File: src/core/mps_pkg.sv
`default_nettype none
package mps_pkg;
  // wishbone word offsets (byte addresses)
  localparam logic [7:0] MPS_OFF_MODE   = 8'h00; // protection_mode_select
  localparam logic [7:0] MPS_OFF_LEVELS = 8'h04; // overcurrent_output_levels
  localparam logic [7:0] MPS_OFF_CTRL   = 8'h08; // software protect controls
  localparam logic [7:0] MPS_OFF_STAT   = 8'h0c; // protection state readback
  // mode register field positions
  localparam int MPS_B_CAPO   = 0;
  localparam int MPS_B_CAPC   = 1;
  localparam int MPS_B_SENSE  = 2;
  localparam int MPS_B_AHL    = 3;
  localparam int MPS_B_PSWPS  = 4;
  localparam int MPS_MODE_W   = 7;
  localparam int MPS_LVL_W    = 6;
  // control register field positions
  localparam int MPS_B_SWBIT  = 0;
  localparam int MPS_B_SWEN   = 1;
  localparam int MPS_B_HWREL  = 2;
  // reset values
  localparam logic [6:0] MPS_MODE_RST = 7'h00;
  localparam logic [5:0] MPS_LVL_RST  = 6'h00;
  localparam logic [2:0] MPS_CTRL_RST = 3'h0;

  // six gate-drive lines, bit order c_low..a_high as in the level register
  typedef struct packed {
    logic phase_c_low_gate;
    logic phase_c_high_gate;
    logic phase_b_low_gate;
    logic phase_b_high_gate;
    logic phase_a_low_gate;
    logic phase_a_high_gate;
  } mps_gates_t;

  // protection trigger sources
  typedef struct packed {
    logic current_sense_event;
    logic capture_compare_event;
    logic capture_overflow_event;
  } mps_events_t;

  // protection latch state, gray order idle -> pause -> fault -> drop
  typedef enum logic [1:0] {
    MPS_ST_IDLE  = 2'b00,
    MPS_ST_PAUSE = 2'b01,
    MPS_ST_FAULT = 2'b11,
    MPS_ST_DROP  = 2'b10
  } mps_state_t;
endpackage
`default_nettype wire

File: src/core/mps_protect.sv
// What this block does
// RQ1 - capture overflow mode bit selects pause mode
// RQ2 - software sets capture compare bit to pause
// RQ3 - phase c gates forced to level bits
// RQ4 - phase b gates forced to level bits
// RQ5 - phase a gates forced to level bits
// RQ6 - level register bits 7 and 6 read zero
// RQ7 - current sense bit: 0 fault, 1 pause
// RQ8 - software bit triggers in pause, releases always
// RQ9 - latched overcurrent released by enable 1-0-1 toggle
//
// The Wishbone interface to the registers and the register addresses were chosen for this implementation.
`timescale 1ns/1ns
`default_nettype none
module mps_protect (
  // clock and reset
  input  wire logic               clk_i,
  input  wire logic               rst_i,
  // wishbone slave
  input  wire logic               wb_cyc_i,
  input  wire logic               wb_stb_i,
  input  wire logic               wb_we_i,
  input  wire logic [7:0]         wb_adr_i,
  input  wire logic [3:0]         wb_sel_i,
  input  wire logic [31:0]        wb_dat_i,
  output logic      [31:0]        wb_dat_o,
  output logic                    wb_ack_o,
  // protection inputs, asynchronous to clk_i
  input  wire logic               overcurrent_i,
  input  wire mps_pkg::mps_events_t events_i,
  // pwm gate demand and gated drive
  input  wire mps_pkg::mps_gates_t pwm_i,
  output mps_pkg::mps_gates_t     gates_o,
  output logic                    protect_active_o
);
  import mps_pkg::*;

  // every protection pin arrives from outside the clock domain;
  // two stages cost two cycles of reaction time but keep a metastable
  // level away from the state logic
  // two-stage synchronisers for pins
  logic [3:0] sync1_reg;                  // first stage, read by stage 2 only
  logic [3:0] sync2_reg;                  // safe copies
  always_ff @(posedge clk_i) begin
    if (rst_i) begin
      sync1_reg <= 4'h0;
      sync2_reg <= 4'h0;
    end else begin
      sync1_reg <= {overcurrent_i, events_i};
      sync2_reg <= sync1_reg;
    end
  end
  wire logic oc_s   = sync2_reg[3];       // over-current comparator
  wire logic is_s   = sync2_reg[2];       // current sense
  wire logic cmp_s  = sync2_reg[1];       // capture compare
  wire logic ovf_s  = sync2_reg[0];       // capture overflow

  // registers
  logic [MPS_MODE_W-1:0] mode_reg;        // protection_mode_select
  logic [MPS_LVL_W-1:0]  lvl_reg;         // overcurrent_output_levels
  logic [2:0]            ctrl_reg;        // sw bit, sw enable, hw release
  logic                  ack_reg;
  logic [31:0]           rdat_reg;

  // bus decode
  wire logic req      = wb_cyc_i & wb_stb_i & ~ack_reg;
  wire logic wr_lane0 = req & wb_we_i & wb_sel_i[0];
  wire logic hit_mode = wb_adr_i == MPS_OFF_MODE;
  wire logic hit_lvl  = wb_adr_i == MPS_OFF_LEVELS;
  wire logic hit_ctrl = wb_adr_i == MPS_OFF_CTRL;
  wire logic hit_stat = wb_adr_i == MPS_OFF_STAT;

  // protection state
  mps_state_t st_reg;
  mps_state_t st_next;
  logic       hwrel_d_reg;                // previous release enable value
  logic       swbit_d_reg;                // previous software bit value

  wire logic swen     = ctrl_reg[MPS_B_SWEN];
  wire logic swbit    = ctrl_reg[MPS_B_SWBIT];
  wire logic hwrel    = ctrl_reg[MPS_B_HWREL];
  // current sense in fault mode latches, in pause mode follows [RQ7]
  wire logic is_fault = is_s & ~mode_reg[MPS_B_SENSE];        // [RQ7]
  // capture sources only work in pause mode; 0 is undefined, treated off
  wire logic cap_pause = (cmp_s & mode_reg[MPS_B_CAPC])        // [RQ2]
                       | (ovf_s & mode_reg[MPS_B_CAPO]);       // [RQ1]
  wire logic pause_src = (is_s & mode_reg[MPS_B_SENSE]) | cap_pause
                       | (swbit & swen & mode_reg[MPS_B_PSWPS]); // [RQ8]
  // release edge: enable seen high, low, now high again
  logic       rel_low_seen_reg;
  wire logic  hw_release = st_reg == MPS_ST_FAULT & rel_low_seen_reg
                         & hwrel & ~hwrel_d_reg;               // [RQ9]
  // software release: enabled bit rising while latched [RQ8]
  wire logic  sw_release = st_reg == MPS_ST_FAULT & swen
                         & swbit & ~swbit_d_reg;
  wire logic  fault_src  = (oc_s & hwrel) | is_fault;

  // next state of the protection latch
  always_comb begin
    st_next = st_reg;
    case (st_reg)
      MPS_ST_IDLE: begin
        if (fault_src) st_next = MPS_ST_FAULT;
        else if (pause_src) st_next = MPS_ST_PAUSE;
      end
      MPS_ST_PAUSE: begin
        if (fault_src) st_next = MPS_ST_FAULT;
        else if (!pause_src) st_next = MPS_ST_IDLE;
      end
      MPS_ST_FAULT: begin
        if (hw_release | sw_release) st_next = MPS_ST_DROP;
      end
      MPS_ST_DROP: begin
        // one cycle out of protection before re-arming
        st_next = MPS_ST_IDLE;
      end
      default: st_next = MPS_ST_IDLE;
    endcase
  end

  wire logic active = st_reg == MPS_ST_PAUSE | st_reg == MPS_ST_FAULT;

  // level readback, upper two bits zero [RQ6]
  wire logic [7:0] lvl_rd  = {2'b00, lvl_reg};                 // [RQ6]
  wire logic [31:0] rd_mux =
      hit_mode ? {24'h0, 1'b0, mode_reg} :
      hit_lvl  ? {24'h0, lvl_rd} :
      hit_ctrl ? {29'h0, ctrl_reg} :
      hit_stat ? {30'h0, st_reg} : 32'h0;

  // levels are read live from the register, so software may change the
  // forced pattern while protection holds; it shows one cycle later
  // limitation: pwm_i is trusted to be on this clock and is not synced
  // gate selection: forced level while protected [RQ3] [RQ4] [RQ5]
  wire mps_gates_t gates_next = active ? mps_gates_t'(lvl_reg) : pwm_i;

  // register writes, byte lane 0 only
  always_ff @(posedge clk_i) begin
    if (rst_i) begin
      mode_reg <= MPS_MODE_RST;
      lvl_reg  <= MPS_LVL_RST;
      ctrl_reg <= MPS_CTRL_RST;
    end else if (wr_lane0) begin
      if (hit_mode) mode_reg <= wb_dat_i[MPS_MODE_W-1:0];
      if (hit_lvl)  lvl_reg  <= wb_dat_i[MPS_LVL_W-1:0];
      if (hit_ctrl) ctrl_reg <= wb_dat_i[2:0];
    end
  end

  // data is zero outside the ack cycle so a shared read bus can be
  // or-ed without a select
  // bus answer, one wait cycle, unmapped reads zero
  always_ff @(posedge clk_i) begin
    if (rst_i) begin
      ack_reg  <= 1'b0;
      rdat_reg <= 32'h0;
    end else begin
      ack_reg  <= req;
      rdat_reg <= req ? rd_mux : 32'h0;
    end
  end

  // protection latch and edge history
  always_ff @(posedge clk_i) begin
    if (rst_i) begin
      st_reg           <= MPS_ST_IDLE;
      hwrel_d_reg      <= 1'b0;
      swbit_d_reg      <= 1'b0;
      rel_low_seen_reg <= 1'b0;
    end else begin
      st_reg      <= st_next;
      hwrel_d_reg <= hwrel;
      swbit_d_reg <= swbit;
      // low must be seen after latching, set wins over clear [RQ9]
      if (st_reg == MPS_ST_FAULT & ~hwrel) rel_low_seen_reg <= 1'b1;
      else if (st_reg != MPS_ST_FAULT) rel_low_seen_reg <= 1'b0;
    end
  end

  // registered outputs
  always_ff @(posedge clk_i) begin
    if (rst_i) begin
      gates_o          <= '0;
      protect_active_o <= 1'b0;
    end else begin
      gates_o          <= gates_next;                 // [RQ3] [RQ4] [RQ5]
      protect_active_o <= active;
    end
  end
  assign wb_ack_o = ack_reg;
  assign wb_dat_o = rdat_reg;

  // assertions
  a_gate_force_level: assert property (@(posedge clk_i) disable iff (rst_i)
    active |=> gates_o == mps_gates_t'($past(lvl_reg))) // [RQ5]
    else $error("gates not forced to level");
  a_gate_pass_pwm: assert property (@(posedge clk_i) disable iff (rst_i)
    !active |=> gates_o == $past(pwm_i)) // [RQ4]
    else $error("pwm not passed");
  a_phase_c_force: assert property (@(posedge clk_i) disable iff (rst_i)
    active |=> gates_o.phase_c_low_gate == $past(lvl_reg[5])) // [RQ3]
    else $error("phase c low not forced");
  a_level_top_zero: assert property (@(posedge clk_i) disable iff (rst_i)
    ack_reg && $past(hit_lvl) |-> wb_dat_o[7:6] == 2'b00) // [RQ6]
    else $error("level top bits not zero");
  a_ovf_pause_go: assert property (@(posedge clk_i) disable iff (rst_i)
    st_reg == MPS_ST_IDLE && ovf_s && mode_reg[MPS_B_CAPO] && !fault_src
    |=> st_reg == MPS_ST_PAUSE) // [RQ1]
    else $error("overflow did not pause");
  a_is_fault_latch: assert property (@(posedge clk_i) disable iff (rst_i)
    is_s && !mode_reg[MPS_B_SENSE] && st_reg != MPS_ST_DROP
    && !hw_release && !sw_release
    |=> st_reg == MPS_ST_FAULT) // [RQ7]
    else $error("current sense fault not latched");
  a_fault_holds: assert property (@(posedge clk_i) disable iff (rst_i)
    st_reg == MPS_ST_FAULT && !hw_release && !sw_release
    |=> st_reg == MPS_ST_FAULT) // [RQ9]
    else $error("fault released without toggle");
  a_sw_release: assert property (@(posedge clk_i) disable iff (rst_i)
    sw_release |=> st_reg == MPS_ST_DROP ##1 st_reg != MPS_ST_FAULT) // [RQ8]
    else $error("software release failed");
  a_ack_one_cycle: assert property (@(posedge clk_i) disable iff (rst_i)
    wb_ack_o |=> !wb_ack_o)
    else $error("ack held two cycles");

  // per-phase forcing, one line each so a swapped bit shows
  a_phase_c_high: assert property (@(posedge clk_i) disable iff (rst_i)
    active |=> gates_o.phase_c_high_gate == $past(lvl_reg[4])) // [RQ3]
    else $error("phase c high not forced");
  a_phase_b_low: assert property (@(posedge clk_i) disable iff (rst_i)
    active |=> gates_o.phase_b_low_gate == $past(lvl_reg[3])) // [RQ4]
    else $error("phase b low not forced");
  a_phase_b_high: assert property (@(posedge clk_i) disable iff (rst_i)
    active |=> gates_o.phase_b_high_gate == $past(lvl_reg[2])) // [RQ4]
    else $error("phase b high not forced");
  a_phase_a_low: assert property (@(posedge clk_i) disable iff (rst_i)
    active |=> gates_o.phase_a_low_gate == $past(lvl_reg[1])) // [RQ5]
    else $error("phase a low not forced");
  a_phase_a_high: assert property (@(posedge clk_i) disable iff (rst_i)
    active |=> gates_o.phase_a_high_gate == $past(lvl_reg[0])) // [RQ5]
    else $error("phase a high not forced");

  // entry into pause for the compare, sense and software sources in pause mode
  a_cmp_pause_go: assert property (@(posedge clk_i) disable iff (rst_i)
    st_reg == MPS_ST_IDLE && cmp_s && mode_reg[MPS_B_CAPC] && !fault_src
    |=> st_reg == MPS_ST_PAUSE) // [RQ2]
    else $error("compare did not pause");
  a_sense_pause_go: assert property (@(posedge clk_i) disable iff (rst_i)
    st_reg == MPS_ST_IDLE && is_s && mode_reg[MPS_B_SENSE] && !fault_src
    |=> st_reg == MPS_ST_PAUSE) // [RQ7]
    else $error("current sense did not pause");
  a_sw_pause_go: assert property (@(posedge clk_i) disable iff (rst_i)
    st_reg == MPS_ST_IDLE && swbit && swen && mode_reg[MPS_B_PSWPS]
    && !fault_src |=> st_reg == MPS_ST_PAUSE) // [RQ8]
    else $error("software bit did not pause");

  // leaving pause and the release cycle
  a_pause_ends: assert property (@(posedge clk_i) disable iff (rst_i)
    st_reg == MPS_ST_PAUSE && !pause_src && !fault_src
    |=> st_reg == MPS_ST_IDLE) // [RQ8]
    else $error("pause not left");
  a_drop_one_cycle: assert property (@(posedge clk_i) disable iff (rst_i)
    st_reg == MPS_ST_DROP |=> st_reg == MPS_ST_IDLE) // [RQ9]
    else $error("release cycle too long");

  // over-current latch and its toggle release
  a_oc_latch: assert property (@(posedge clk_i) disable iff (rst_i)
    oc_s && hwrel && st_reg != MPS_ST_DROP && !hw_release && !sw_release
    |=> st_reg == MPS_ST_FAULT) // [RQ9]
    else $error("over-current not latched");
  a_hw_release: assert property (@(posedge clk_i) disable iff (rst_i)
    hw_release |=> st_reg == MPS_ST_DROP) // [RQ9]
    else $error("toggle release failed");

  // outputs and bus answer
  a_active_out: assert property (@(posedge clk_i) disable iff (rst_i)
    1'b1 |=> protect_active_o == $past(active))
    else $error("active output wrong");
  a_ack_after_req: assert property (@(posedge clk_i) disable iff (rst_i)
    req |=> wb_ack_o)
    else $error("request not acked");
  a_dat_zero_idle: assert property (@(posedge clk_i) disable iff (rst_i)
    !wb_ack_o |-> wb_dat_o == 32'h0)
    else $error("read data not zero when idle");
endmodule
`default_nettype wire

File: config.mk
export PLATFORM = sky130hd
export DESIGN_NAME = mps_protect
export DESIGN_NICKNAME = d
export VERILOG_FILES = /design/src/core/mps_pkg.sv /design/src/core/mps_protect.sv
export SDC_FILE = /design/constraint.sdc
export NUM_CORES = 1
export LEC_CHECK = 0
export BUFFER_PORTS_ARGS = -buffer_cell sky130_fd_sc_hd__clkbuf_2
export CAP_MARGIN = 10
export CORE_ASPECT_RATIO = 1.25
export CORE_MARGIN = 2
export CORE_UTILIZATION = 40
export CTS_CLUSTER_DIAMETER = 40
export DETAILED_ROUTE_END_ITERATION = 16
export PLACE_DENSITY_LB_ADDON = 0.05
export REMOVE_ABC_BUFFERS = 1
export SLEW_MARGIN = 20
export SYNTH_ARGS = -nofsm -noshare
export SYNTH_HDL_FRONTEND = slang
export SYNTH_SLANG_ARGS = --single-unit
File: constraint.sdc
create_clock -name clk_i -period 1.2 [get_ports clk_i]
set_input_delay 0.24 -clock clk_i [delete_from_list [all_inputs] [get_ports clk_i]]
set_output_delay 0.24 -clock clk_i [all_outputs]
set_load 0.1 [all_outputs]
==> flow_metrics.env <==
export IMPL_wl_per_cell_um=12.27
export IMPL_worstPathMaxFanout=4
export IMPL_critPathBufInv=0
export IMPL_wirelength_mm=3.670
export IMPL_crit_slowest_cell="dfxtp_2"
export IMPL_wl_met1_mm=1.483
export IMPL_drv_slew=0
export IMPL_hold_ws_ns=0.1455
export IMPL_synth_area_leaders="dfxtp_1, mux2i_1, buf_4, nand2b_1, nor2b_1"
export IMPL_rows=28
export IMPL_die_x_um=65.84
export IMPL_placedCellCount=291
export IMPL_routed_wl_met3_um=196
export IMPL_crit_type="reg -> reg"
export IMPL_antennaDiodeCount=0
export IMPL_critPathArrivalTime_ns=1.38
export IMPL_max_freq_mhz=863.6
export IMPL_cp_top_family="simple AND/OR/NAND/NOR gates"
export IMPL_cts_root_buffer="clkbuf_8"
export IMPL_outcome="completed"
export IMPL_synth_top_cell_area_share=0.4607
export IMPL_setup_viol=0
export IMPL_htree_levels=2
export IMPL_start_util=0.4103
export IMPL_synth_area_leader_cell="dfxtp_1"
export IMPL_layout_setup_ws_ns=0.04203
export IMPL_track_usage=0.1523
export IMPL_synth_cells=183
export IMPL_viasPerCell=4.488
export IMPL_hold_buffers=0
export IMPL_core_area_um2=4659
export IMPL_firstDrtPassIters=4
export IMPL_startpoint_type="flip-flop"
export IMPL_critPathCaptureType="flip-flop"
export IMPL_power_density_nw_per_um2=1321
export IMPL_period_share=0.9650
export IMPL_crit_required_ns=1.42
export IMPL_nets=297
export IMPL_grt_first_pass_wirelength_mm=6.023
export IMPL_ys_seq_area_frac=0.4607
export IMPL_place_hpwl_mm=2.806
export IMPL_tritoncts="built"
export IMPL_crit_chain="and3b_2, and4_4, mux2i_1"
export IMPL_gp_congestion=0.8131
export IMPL_drt_iter0_drc=43
export IMPL_drive_above_1_share=0.3222
export IMPL_hold_viol_final=0
export IMPL_setup_tns_ns=0
export IMPL_final_common_cell="dfxtp_1"
export IMPL_final_cell_mix="dfxtp_1, clkbuf_2, mux2i_1"
export IMPL_fin_util=0.5467
export IMPL_antenna_found_initial=0
export IMPL_die_area_um2=5352
export IMPL_syn_area_um2=1912
export IMPL_area_growth_pct=33.25
export IMPL_post_synth_cell_area_avg_um2=10.45
export IMPL_ios=99
export IMPL_vdd_drop_max_uv=870.7
export IMPL_hp_class="in -> reg"
export IMPL_die_height_um=81.30
export IMPL_overflow=0
export IMPL_maxCapViolCount=0
export IMPL_final_antenna_net_count=0
export IMPL_nFillCells=431
export IMPL_maxUsedRoutingLayer="met4"
export IMPL_via_count=1342
export IMPL_min_period_ns=1.158
export IMPL_finClkSkew_ns=0.008073
export IMPL_p_leak_nw=1.167
export IMPL_netlist_cell_type_count=30
export IMPL_final_seq_area_um2=882.1
export IMPL_clkSinkCount=44
export IMPL_cts_clk_slew_worst_paths_ns=0.09
export IMPL_multiInputGateArea_um2=893.4
export IMPL_route_met2_wl_mm=1.935
export IMPL_synth_warning_count=0
export IMPL_grt_max_degree=23
export IMPL_cts_buffers=5
export IMPL_drcViolationCount=0
export IMPL_post_place_ws_ns=-0.2286
export IMPL_rsz0062_at_grt="true"
export IMPL_insertion_delay_ns=0.30
export IMPL_ys_ff_latch=44
export IMPL_port_buffer_count=45
export IMPL_instances_no_fill=299
export IMPL_cts_buffer_depth=2
export IMPL_critPathMaxStageDelay_ns=0.33
export IMPL_grt_pass1_vias=1277
worst paths after layout:
check / endpoint / from / cells past startpoint / slack (ns)
setup / recovery: ctrl_reg[1] / wb_ack_o / 3 / 0.04
hold / removal: sync1_reg[3] / overcurrent_i / 2 / 0.15
setup reg to reg: ctrl_reg[1] / wb_ack_o / 3 / 0.04
hold reg to reg: wb_ack_o / wb_ack_o / 1 / 0.43
cells by family (layout without fill, tap and decap cells):
| family | Yosys count | after routing | synth area share |
|---|---|---|---|
| buffers and inverters | 37 | 69 | 0.1289 |
| multiplexers | 28 | 28 | 0.1597 |
| other | 1 | 25 | 0.001961 |
| AO/OA/AOI/OAI | 7 | 7 | 0.02684 |
| flip-flops | 44 | 44 | 0.4607 |
| AND/OR/NAND/NOR | 66 | 66 | 0.2219 |
metal layers:
metal | track usage | vias to the layer above
li1 | - | 676
met1 | 0.1745 | 628
met2 | 0.2646 | 33
met3 | 0.04709 | 5
met4 | 0.05625 | 0
met5 | 0 | -
synthesized netlist by cell type:
master	number
nand3b_1	1
nor4_4	1
nand2_1	3
a221oi_1	1
nand2b_1	23
inv_1	4
clkbuf_8	1
and4bb_2	1
a21oi_1	2
o31ai_1	1
nand3_1	3
o21a_1	1
buf_2	3
conb_1	1
nor2_1	10
and3b_1	1
nor2b_1	12
and4b_1	2
mux2i_1	26
dfxtp_1	44
nor4_1	1
nand4_2	2
nor4bb_1	1
mux4_2	2
a22oi_1	1
buf_4	25
clkbuf_1	4
a311o_1	1
and4_2	1
nor3_1	4
worst register-to-register path, delay by kind of cell, from the launching register on:
kind | cells | cell delay (ns)
and+or+nand+nor | 2 | 0.56
muxes | 1 | 0.21
DFF | 1 | 0.33
report_power, final:
group	switching (mW)	internal (mW)
Combinational	0.527	0.157
Sequential	0.0180	1.49
Clock	0.496	0.680
through the flow:
| stage | cell area [µm²] | total power, mW |
|---|---|---|
| finish | 2547 | 3.366 |
| global route | 2547 | 3.502 |
| CTS | 2529 | 3.411 |
| detailed placement | 2399 | 2.223 |
| global placement | 2399 | 2.220 |
| floorplan | 1770 | 2.040 |
what timing repair did:
item | CTS | global route
pin swaps | 0 | 2
resized for setup | 3 | 5
buffers inserted | 0 | 0
endpoints found under the setup margin | 5 | 13
layout make-up:
type | count | area share
clock buffer | 6 | 0.03242
clock inverter | 2 | 0.01523
inverter | 4 | 0.005894
multi-input combinational | 126 | 0.3507
sequential | 44 | 0.3463
tap | 60 | 0.02947
timing repair buffer | 57 | 0.2200
Power figures use the tool's default switching activity.
